### src/core/pclk_cfg_pkg.sv
`default_nettype none
package pclk_cfg_pkg;
  // Register indices; byte address is four times the index
  localparam logic [7:0] TERM_IDX = 8'h38;
  localparam logic [7:0] DIV_M_IDX = 8'h3A;
  localparam logic [7:0] DIV_N_IDX = 8'h3B;
  localparam int ADDR_W = 10;
  // Termination register fields
  localparam int TERM_OVR_BIT = 6;
  localparam int TERM_LANES_W = 5;
  localparam logic [4:0] TERM_RESET = 5'h00;
  localparam logic TERM_OVR_RESET = 1'b0;
  // Divider M and N register fields
  localparam int DIV_OVR_BIT = 7;
  localparam int M_W = 5;
  localparam int N_W = 8;
  localparam logic DIV_OVR_RESET = 1'b0;
  localparam logic [4:0] M_RESET = 5'h00;
  localparam logic [7:0] N_RESET = 8'h00;
endpackage
`default_nettype wire
### src/core/dsi_rx_term_pclk_cfg.sv
// Behaviour
// - Termination override bit, reset clear, makes lanes follow software enables.
// - Separate termination enables for clock lane and data lanes 0-3, reset zero.
// - Divider override is bit 7 of M; when set, software M and N used.
// - M setting is a five-bit field in bits 4-0, reset value hardware chosen.
// - Without override, M and N come from lanes, bytes per pixel, dual mode.
// - With override clear, reading M returns the automatic M value.
// - Pixel clock derived from serial clock through M/N divider, auto or override.
// - N is a separate eight-bit register; reads show auto value unless overridden.
`timescale 1ns/1ps
`default_nettype none
module dsi_rx_term_pclk_cfg (
  input wire logic ref_clk,
  input wire logic rst_n,
  input wire logic wb_cyc_i,
  input wire logic wb_stb_i,
  input wire logic wb_we_i,
  input wire logic [9:0] wb_adr_i,
  input wire logic [3:0] wb_sel_i,
  input wire logic [31:0] wb_dat_i,
  output logic [31:0] wb_dat_o,
  output logic wb_ack_o,
  input wire logic [1:0] lane_count_m1,
  input wire logic [1:0] bytes_per_pixel_m1,
  input wire logic dual_input,
  input wire logic [4:0] auto_term_enable,
  input wire logic serial_clk_tick,
  output logic [4:0] term_enable,
  output logic pclk_en
);
  logic termination_override;
  logic [4:0] term_lanes_reg;
  logic divider_override;
  logic [4:0] div_m_reg;
  logic [7:0] div_n_reg;
  logic [4:0] auto_m;
  logic [7:0] auto_n;
  logic [4:0] sel_m;
  logic [7:0] sel_n;
  logic req;
  logic wr;
  logic [7:0] rd_byte;

  function automatic logic hit(input logic [9:0] adr, input logic [7:0] idx);
    return adr == {idx, 2'b00};
  endfunction

  ////////////////////////////////////////////////////////////////
  // Automatic divider choice
  assign auto_m = 5'({3'b000, lane_count_m1} + 5'h01) << dual_input;
  assign auto_n = {6'h00, bytes_per_pixel_m1} + 8'h01;
  assign sel_m = divider_override ? div_m_reg : auto_m;
  assign sel_n = divider_override ? div_n_reg : auto_n;

  ////////////////////////////////////////////////////////////////
  // Wishbone slave, one wait state
  assign req = wb_cyc_i && wb_stb_i && !wb_ack_o;
  assign wr = req && wb_we_i && wb_sel_i[0];

  always_ff @(posedge ref_clk or negedge rst_n) begin
    if (!rst_n) begin
      wb_ack_o <= 1'b0;
    end else begin
      wb_ack_o <= req;
    end
  end

  always_comb begin
    rd_byte = 8'h00;
    if (hit(wb_adr_i, pclk_cfg_pkg::TERM_IDX)) begin
      rd_byte = {1'b0, termination_override, 1'b0, term_lanes_reg};
    end else if (hit(wb_adr_i, pclk_cfg_pkg::DIV_M_IDX)) begin
      rd_byte = {divider_override, 2'b00, sel_m};
    end else if (hit(wb_adr_i, pclk_cfg_pkg::DIV_N_IDX)) begin
      rd_byte = sel_n;
    end
  end

  always_ff @(posedge ref_clk or negedge rst_n) begin
    if (!rst_n) begin
      wb_dat_o <= 32'h00000000;
    end else if (req && !wb_we_i) begin
      wb_dat_o <= {24'h000000, rd_byte};
    end
  end

  ////////////////////////////////////////////////////////////////
  // Termination register
  always_ff @(posedge ref_clk or negedge rst_n) begin
    if (!rst_n) begin
      termination_override <= pclk_cfg_pkg::TERM_OVR_RESET;
      term_lanes_reg <= pclk_cfg_pkg::TERM_RESET;
    end else if (wr && hit(wb_adr_i, pclk_cfg_pkg::TERM_IDX)) begin
      termination_override <= wb_dat_i[pclk_cfg_pkg::TERM_OVR_BIT];
      term_lanes_reg <= wb_dat_i[pclk_cfg_pkg::TERM_LANES_W-1:0];
    end
  end

  always_ff @(posedge ref_clk or negedge rst_n) begin
    if (!rst_n) begin
      term_enable <= 5'h00;
    end else begin
      term_enable <= termination_override ? term_lanes_reg : auto_term_enable;
    end
  end

  ////////////////////////////////////////////////////////////////
  // Divider registers
  always_ff @(posedge ref_clk or negedge rst_n) begin
    if (!rst_n) begin
      divider_override <= pclk_cfg_pkg::DIV_OVR_RESET;
      div_m_reg <= pclk_cfg_pkg::M_RESET;
    end else if (wr && hit(wb_adr_i, pclk_cfg_pkg::DIV_M_IDX)) begin
      divider_override <= wb_dat_i[pclk_cfg_pkg::DIV_OVR_BIT];
      div_m_reg <= wb_dat_i[pclk_cfg_pkg::M_W-1:0];
    end
  end

  always_ff @(posedge ref_clk or negedge rst_n) begin
    if (!rst_n) begin
      div_n_reg <= pclk_cfg_pkg::N_RESET;
    end else if (wr && hit(wb_adr_i, pclk_cfg_pkg::DIV_N_IDX)) begin
      div_n_reg <= wb_dat_i[pclk_cfg_pkg::N_W-1:0];
    end
  end

  mn_divider u_div (
    .ref_clk(ref_clk),
    .rst_n(rst_n),
    .src_tick(serial_clk_tick),
    .m_in(sel_m),
    .n_in(sel_n),
    .pclk_en(pclk_en)
  );

  ////////////////////////////////////////////////////////////////
  property p_ack_one;
    @(posedge ref_clk) disable iff (!rst_n)
    wb_ack_o |=> !wb_ack_o;
  endproperty
  a_ack_one: assert property (p_ack_one) else $error("ack held two cycles");

  property p_term_follow;
    @(posedge ref_clk) disable iff (!rst_n)
    termination_override ##1 termination_override |-> term_enable == $past(term_lanes_reg);
  endproperty
  a_term_follow: assert property (p_term_follow) else $error("termination ignores override");

  property p_term_write;
    @(posedge ref_clk) disable iff (!rst_n)
    wr && hit(wb_adr_i, pclk_cfg_pkg::TERM_IDX) |=> term_lanes_reg == $past(wb_dat_i[4:0]);
  endproperty
  a_term_write: assert property (p_term_write) else $error("lane enables not stored");

  property p_ovr_write;
    @(posedge ref_clk) disable iff (!rst_n)
    wr && hit(wb_adr_i, pclk_cfg_pkg::DIV_M_IDX) && wb_dat_i[7] |=> divider_override && sel_m == div_m_reg;
  endproperty
  a_ovr_write: assert property (p_ovr_write) else $error("override not applied");

  property p_m_write;
    @(posedge ref_clk) disable iff (!rst_n)
    wr && hit(wb_adr_i, pclk_cfg_pkg::DIV_M_IDX) |=> div_m_reg == $past(wb_dat_i[4:0]);
  endproperty
  a_m_write: assert property (p_m_write) else $error("M field not stored");

  property p_auto_sel;
    @(posedge ref_clk) disable iff (!rst_n)
    !divider_override |-> sel_m == 5'(({3'b000, lane_count_m1} + 5'h01) * (dual_input ? 5'h02 : 5'h01))
      && sel_n == {6'h00, bytes_per_pixel_m1} + 8'h01;
  endproperty
  a_auto_sel: assert property (p_auto_sel) else $error("automatic divider not used");

  property p_m_readback;
    @(posedge ref_clk) disable iff (!rst_n)
    req && !wb_we_i && hit(wb_adr_i, pclk_cfg_pkg::DIV_M_IDX) && !divider_override
      |=> wb_ack_o && wb_dat_o[4:0] == $past(auto_m);
  endproperty
  a_m_readback: assert property (p_m_readback) else $error("M read not automatic");

  property p_n_readback;
    @(posedge ref_clk) disable iff (!rst_n)
    req && !wb_we_i && hit(wb_adr_i, pclk_cfg_pkg::DIV_N_IDX)
      |=> wb_ack_o && wb_dat_o[7:0] == $past(sel_n);
  endproperty
  a_n_readback: assert property (p_n_readback) else $error("N read wrong");

  property p_ack_follows_req;
    @(posedge ref_clk) disable iff (!rst_n)
    req |=> wb_ack_o;
  endproperty
  a_ack_follows_req: assert property (p_ack_follows_req) else $error("request not acknowledged");

  property p_data_upper_zero;
    @(posedge ref_clk) disable iff (!rst_n)
    wb_ack_o |-> wb_dat_o[31:8] == 24'h000000;
  endproperty
  a_data_upper_zero: assert property (p_data_upper_zero) else $error("upper read bits not zero");

  property p_term_auto;
    @(posedge ref_clk) disable iff (!rst_n)
    !termination_override ##1 !termination_override |-> term_enable == $past(auto_term_enable);
  endproperty
  a_term_auto: assert property (p_term_auto) else $error("termination not automatic");

  property p_term_hold;
    @(posedge ref_clk) disable iff (!rst_n)
    !wr |=> $stable(term_lanes_reg) && $stable(termination_override);
  endproperty
  a_term_hold: assert property (p_term_hold) else $error("termination bits changed without write");

  property p_n_write;
    @(posedge ref_clk) disable iff (!rst_n)
    wr && hit(wb_adr_i, pclk_cfg_pkg::DIV_N_IDX) |=> div_n_reg == $past(wb_dat_i[7:0]);
  endproperty
  a_n_write: assert property (p_n_write) else $error("N value not stored");

  property p_m_read_ovr;
    @(posedge ref_clk) disable iff (!rst_n)
    req && !wb_we_i && hit(wb_adr_i, pclk_cfg_pkg::DIV_M_IDX) && divider_override
      |=> wb_dat_o[7:0] == {1'b1, 2'b00, $past(div_m_reg)};
  endproperty
  a_m_read_ovr: assert property (p_m_read_ovr) else $error("M read not written value");
endmodule // dsi_rx_term_pclk_cfg
`default_nettype wire

### src/core/mn_divider.sv
`timescale 1ns/1ps
`default_nettype none
module mn_divider (
  input wire logic ref_clk,
  input wire logic rst_n,
  input wire logic src_tick,
  input wire logic [pclk_cfg_pkg::M_W-1:0] m_in,
  input wire logic [pclk_cfg_pkg::N_W-1:0] n_in,
  output logic pclk_en
);
  localparam int N_W = pclk_cfg_pkg::N_W;
  logic [pclk_cfg_pkg::N_W-1:0] m_reg;
  logic [pclk_cfg_pkg::N_W-1:0] n_reg;
  logic [pclk_cfg_pkg::N_W-1:0] acc_reg;
  logic [pclk_cfg_pkg::N_W:0] sum;
  logic wrap;
  logic idle;
  logic [N_W-1:0] residue;

  assign idle = (m_reg == '0) || (n_reg == '0);
  assign sum = {1'b0, acc_reg} + {1'b0, m_reg};
  assign wrap = src_tick && !idle && (sum >= {1'b0, n_reg});
  assign residue = N_W'(sum - {1'b0, n_reg});

  ////////////////////////////////////////////////////////////////
  // New settings taken only at a wrap or while idle
  always_ff @(posedge ref_clk or negedge rst_n) begin
    if (!rst_n) begin
      m_reg <= '0;
      n_reg <= '0;
    end else if (wrap || idle) begin
      n_reg <= n_in;
      m_reg <= ({3'b000, m_in} > n_in) ? n_in : {3'b000, m_in};
    end
  end

  // Fractional accumulator, out rate = tick rate * min(M, N) / N
  always_ff @(posedge ref_clk or negedge rst_n) begin
    if (!rst_n) begin
      acc_reg <= '0;
      pclk_en <= 1'b0;
    end else begin
      pclk_en <= wrap;
      if (idle) begin
        acc_reg <= '0;
      end else if (wrap) begin
        // Residue dropped if it would reach or exceed a smaller new N
        acc_reg <= (residue >= n_in) ? '0 : residue;
      end else if (src_tick) begin
        acc_reg <= sum[pclk_cfg_pkg::N_W-1:0];
      end
    end
  end
  ////////////////////////////////////////////////////////////////
  property p_acc_bounded;
    @(posedge ref_clk) disable iff (!rst_n)
    !idle |-> acc_reg < n_reg;
  endproperty
  a_acc_bounded: assert property (p_acc_bounded) else $error("accumulator reached N");

  property p_pulse_needs_tick;
    @(posedge ref_clk) disable iff (!rst_n)
    pclk_en |-> $past(src_tick) && !$past(idle);
  endproperty
  a_pulse_needs_tick: assert property (p_pulse_needs_tick) else $error("pixel enable without source tick");

  property p_idle_quiet;
    @(posedge ref_clk) disable iff (!rst_n)
    idle |=> !pclk_en;
  endproperty
  a_idle_quiet: assert property (p_idle_quiet) else $error("pixel enable while divider idle");
endmodule // mn_divider
`default_nettype wire

### config.mk
export PLATFORM = sky130hd
export DESIGN_NAME = dsi_rx_term_pclk_cfg
export DESIGN_NICKNAME = d
export VERILOG_FILES = /design/src/core/pclk_cfg_pkg.sv /design/src/core/dsi_rx_term_pclk_cfg.sv /design/src/core/mn_divider.sv
export SDC_FILE = /design/constraint.sdc
export NUM_CORES = 1
export LEC_CHECK = 0
export ABC_AREA = 1
export BUFFER_PORTS_ARGS = -buffer_cell sky130_fd_sc_hd__buf_2
export CORE_MARGIN = 1.5
export CORE_UTILIZATION = 57
export CTS_BUF_LIST = sky130_fd_sc_hd__clkbuf_4 sky130_fd_sc_hd__clkbuf_8
export CTS_CLUSTER_SIZE = 14
export DETAILED_ROUTE_END_ITERATION = 6
export PLACE_DENSITY = 0.84
export SETUP_SLACK_MARGIN = 0.05
export SLEW_MARGIN = 20
export SYNTH_ARGS = -nofsm -noshare
export SYNTH_HDL_FRONTEND = slang
export SYNTH_HIERARCHICAL = 1
export SYNTH_SLANG_ARGS = --single-unit
### constraint.sdc
create_clock -name ref_clk -period 3.9 [get_ports ref_clk]
set_input_delay 0.78 -clock ref_clk [delete_from_list [all_inputs] [get_ports ref_clk]]
set_output_delay 0.78 -clock ref_clk [all_outputs]
set_load 0.02 [all_outputs]
==> qor.yml <==
outcome:
  outcome: "finished with violations"
  violations: "design-rule violations"
clocking:
  cts.sinks: 59
  cts_made_buffers: 9
  cts_hold_buf: 0
  cts_buffer_depth: 2
  htreeDepth: 3
  clock-root-buffer: "clkbuf_8"
  clk_latency_ns: 0.35
  path_clk_slew_ns: 0.07
  cts_tree: "built"
routing:
  dr.pass1.iters: 7
  viasPerCell: 5.33
  wirelength_um: 10600
  remaining_drc_errors: 3
  ant_nets: 0
  routedWlPerCell_um: 14.0
  drtIter0Drc: 274
  vias: 4018
floorplan:
  io-pin-count: 101
  die_area_um2: 8240
  rows: 31
  die_x_um: 90.8
  initial_utilization_pct: 59.6
  coreArea_um2: 7370
  fp.dieH_um: 90.8
timing:
  fmax_mhz: 273
  hold_violations: 0
  worst_slew_pin_slew_ns: 0.766
  final.setup_skew_ns: 0.0206
  timing.final.ws_setup_ns: 0.234
  fin_crit_ns: 3.67
  maxSlewViolCount: 0
  setup_viol: 0
  max-slew-margin-rel_pct: 48.7
  post-route-period-util_pct: 94.0
hold_path:
  hp-class: "reg -> reg"
critical_path:
  reg2reg_depth: 21
  worst_path_largest_cell_delay_ns: 0.36
  start_kind: "flip-flop"
  cp.depth: 21
  cp_top_family: "simple AND/OR/NAND/NOR gates"
  crit_arrival_ns: 3.94
  worst-path-buf-inv: 3
  crit_start: "u_div/acc_reg[0]"
  endpoint_kind: "flip-flop"
  criticalPathCategory: "reg -> reg"
  worstPathCellList: "ha_2, inv_1, fa_2, nand3b_1, nand2_2, xor2_1, ha_1, nand2_1, inv_1, nand2_1, nand4_1, nand2_1, inv_1, ha_1, a21oi_1, nor2_1, nor2_2, nand3_2, nor2_1, nand2_1, nand2_1"
  cp.required_ns: 4.17
  slowest_stage: "dfrtp_1"
  crit_end: "u_div/acc_reg[6]"
  cpMostUsedCell: "nand2_1"
  rr_startpoint: "u_div/acc_reg[0]"
  r2r_slack_ns: 0.23
  path_max_fanout: 5
  rr_endpoint: "u_div/acc_reg[6]"
place:
  gp_congestion: 0.898
  hpwl_um: 7910
  dp_slack_ns: 0.0247
  io_buffers: 49
  dp.cells: 735
  place_area_um2: 4620
final_layout:
  nNetsFinal: 745
  final_cells: 754
  fillers: 642
  diodes: 0
  final_area_um2: 4960
  final_util_pct: 67.3
  syn_to_final_growth_pct: 12.9
  drive_gt1_share_pct: 22.3
grt:
  grt_max_degree: 36
  grt_antenna_before_repair: 0
  grt_pass1_wl_um: 16700
  grt-ovfl-total: 0
  grtUsageTotal_pct: 25.6
  first_global_vias: 3756
logic_synthesis:
  seq_area_frac_synth_pct: 33.6
  syn_area_per_cell_um2: 7.38
  yosys.cell_types.count: 41
  netlist_area_um2: 4390
  yosys_register_bits: 59
  synthCells: 595
  yosysWarnings: 6
flow_run:
  maxCapViolCount: 0
power_and_ir_drop:
  leakagePower_nw: 2.74
  power_density_nw_per_um2: 725
  ir_drop_mv: 0.391
==> worst min-delay path: stages, from the launching register on <==
cell	delay (ns)
dfrtp_1	0.34
nand2_1	0.05
nand2_1	0.06
==> synth_stat cells <==
| master | number | area, um2 |
|---|---|---|
| nand2_1 | 177 | 664 |
| inv_1 | 78 | 293 |
| dfrtp_1 | 59 | 1480 |
| nand3_1 | 54 | 270 |
| nor2_1 | 38 | 143 |
| ha_1 | 31 | 388 |
| buf_4 | 25 | 188 |
| nand4_1 | 17 | 106 |
| nand2_2 | 15 | 93.8 |
| o21ai_1 | 14 | 70.1 |
| a21oi_1 | 9 | 45.0 |
| nor2_2 | 8 | 50.1 |
| o21ai_2 | 8 | 70.1 |
| inv_2 | 7 | 26.3 |
| buf_2 | 6 | 30.0 |
| xnor2_1 | 6 | 52.6 |
| mux2_2 | 5 | 56.3 |
| o21ai_0 | 4 | 20.0 |
| nand3b_1 | 3 | 22.5 |
| nor2_4 | 3 | 33.8 |
| a21oi_2 | 2 | 17.5 |
| fa_1 | 2 | 40.0 |
| nand2_4 | 2 | 22.5 |
| nand2_8 | 2 | 40.0 |
| o21bai_1 | 2 | 15.0 |
| or2_2 | 2 | 12.5 |
| xor2_1 | 2 | 17.5 |
| a21o_1 | 1 | 7.51 |
| a31oi_1 | 1 | 6.26 |
| buf_12 | 1 | 20.0 |
| buf_6 | 1 | 11.3 |
| clkbuf_1 | 1 | 3.75 |
| clkinv_1 | 1 | 3.75 |
| conb_1 | 1 | 3.75 |
| nand3_2 | 1 | 10.0 |
| nand3_4 | 1 | 17.5 |
| nor3_1 | 1 | 5.00 |
| nor3_4 | 1 | 16.3 |
| o211ai_1 | 1 | 7.51 |
| o21a_1 | 1 | 7.51 |
| o31ai_1 | 1 | 7.51 |
==> through the flow <==
| stage | power (mW) | hold slack, ns | TNS [ns] |
|---|---|---|---|
| 2_1_floorplan | 2.40 | 0.453 | 0 |
| 3_3_place_gp | 2.69 | 0.463 | 0 |
| 3_5_place_dp | 2.78 | 0.465 | 0 |
| 4_1_cts | 3.39 | 0.482 | 0 |
| 5_1_grt | 3.88 | 0.501 | -0.0113 |
| 6_report | 3.60 | 0.476 | 0 |
==> cell type report <==
| type | instances | area (um2) | area share, % |
|---|---|---|---|
| flip-flops and latches | 59 | 1480 | 29.8 |
| well taps | 99 | 124 | 2.50 |
| repair buffers | 55 | 290 | 5.86 |
| multi-input cells | 439 | 2540 | 51.2 |
| inverters | 86 | 323 | 6.51 |
| clock inverters | 4 | 50.0 | 1.01 |
| clock buffers | 12 | 153 | 3.08 |
==> metal layers <==
layer	global-route usage [%]	vias to the layer above	wire (um)
met3	6.14	41	615
met5	0	-	0
met1	30.2	1860	4360
met2	43.2	169	5130
li1	-	1948	-
met4	13.3	0	478
==> cell usage in the layout (no fill, tap or decap), types with 2 or more instances in the layout <==
master | synthesis | layout
nand3_1 | 54 | 52
xnor2_1 | 6 | 5
nor2_2 | 8 | 12
o21ai_2 | 8 | 8
o21bai_1 | 2 | 2
nand2_1 | 177 | 176
nand2_4 | 2 | 2
buf_4 | 25 | 6
a21oi_2 | 2 | 3
or2_2 | 2 | 2
nor2_4 | 3 | 3
conb_1 | 1 | 24
a21oi_1 | 9 | 8
inv_1 | 78 | 78
dfrtp_1 | 59 | 58
ha_1 | 31 | 24
clkinvlp_4 | 0 | 2
nand3_2 | 1 | 3
ha_4 | 0 | 6
o21ai_0 | 4 | 4
mux2_2 | 5 | 5
o21ai_1 | 14 | 14
inv_2 | 7 | 7
clkbuf_8 | 0 | 10
nand4_1 | 17 | 17
nand2_2 | 15 | 16
nand2_8 | 2 | 2
xor2_1 | 2 | 2
buf_2 | 6 | 49
clkbuf_4 | 0 | 2
nor2_1 | 38 | 34
nand3b_1 | 3 | 3
==> where the power goes <==
part	leakage [nW]	internal, mW	switching [mW]
combinational	1.84	0.822	1.47
clock	0.0994	0.326	0.259
sequential	0.798	0.672	0.0491
==> cells by family after synthesis <==
| group | share of synthesized area [%] |
|---|---|
| AOI/OAI and AO/OA | 6.24 |
| xor gates and xnor gates | 1.60 |
| adders and majority gates | 9.74 |
| buffers and inverters | 13.1 |
| DFF | 33.6 |
| muxes | 1.28 |
| other | 0.0854 |
| and+or+nand+nor | 34.3 |
==> repair_timing <==
item / in CTS / in global routing
endpoints found under the setup margin: 6 / 8
pin swaps: 0 / 6
resized for setup: 1 / 19
setup buffers: 1 / 2
gates cloned: 0 / 0
==> worst min-delay path by stage <==
stage                           from               end  slack, ns  cells past startpoint
finish                   wb_dat_o[3]       wb_dat_o[3]       0.48                      2
global route             wb_dat_o[2]       wb_dat_o[2]       0.50                      2
global placement         wb_dat_o[0]       wb_dat_o[0]       0.46                      2
detailed placement       wb_dat_o[3]       wb_dat_o[3]       0.46                      2
CTS                      wb_dat_o[3]       wb_dat_o[3]       0.48                      2
floorplan           u_div/acc_reg[4]  u_div/acc_reg[4]       0.45                      2
(Power assumes the default switching activity.)
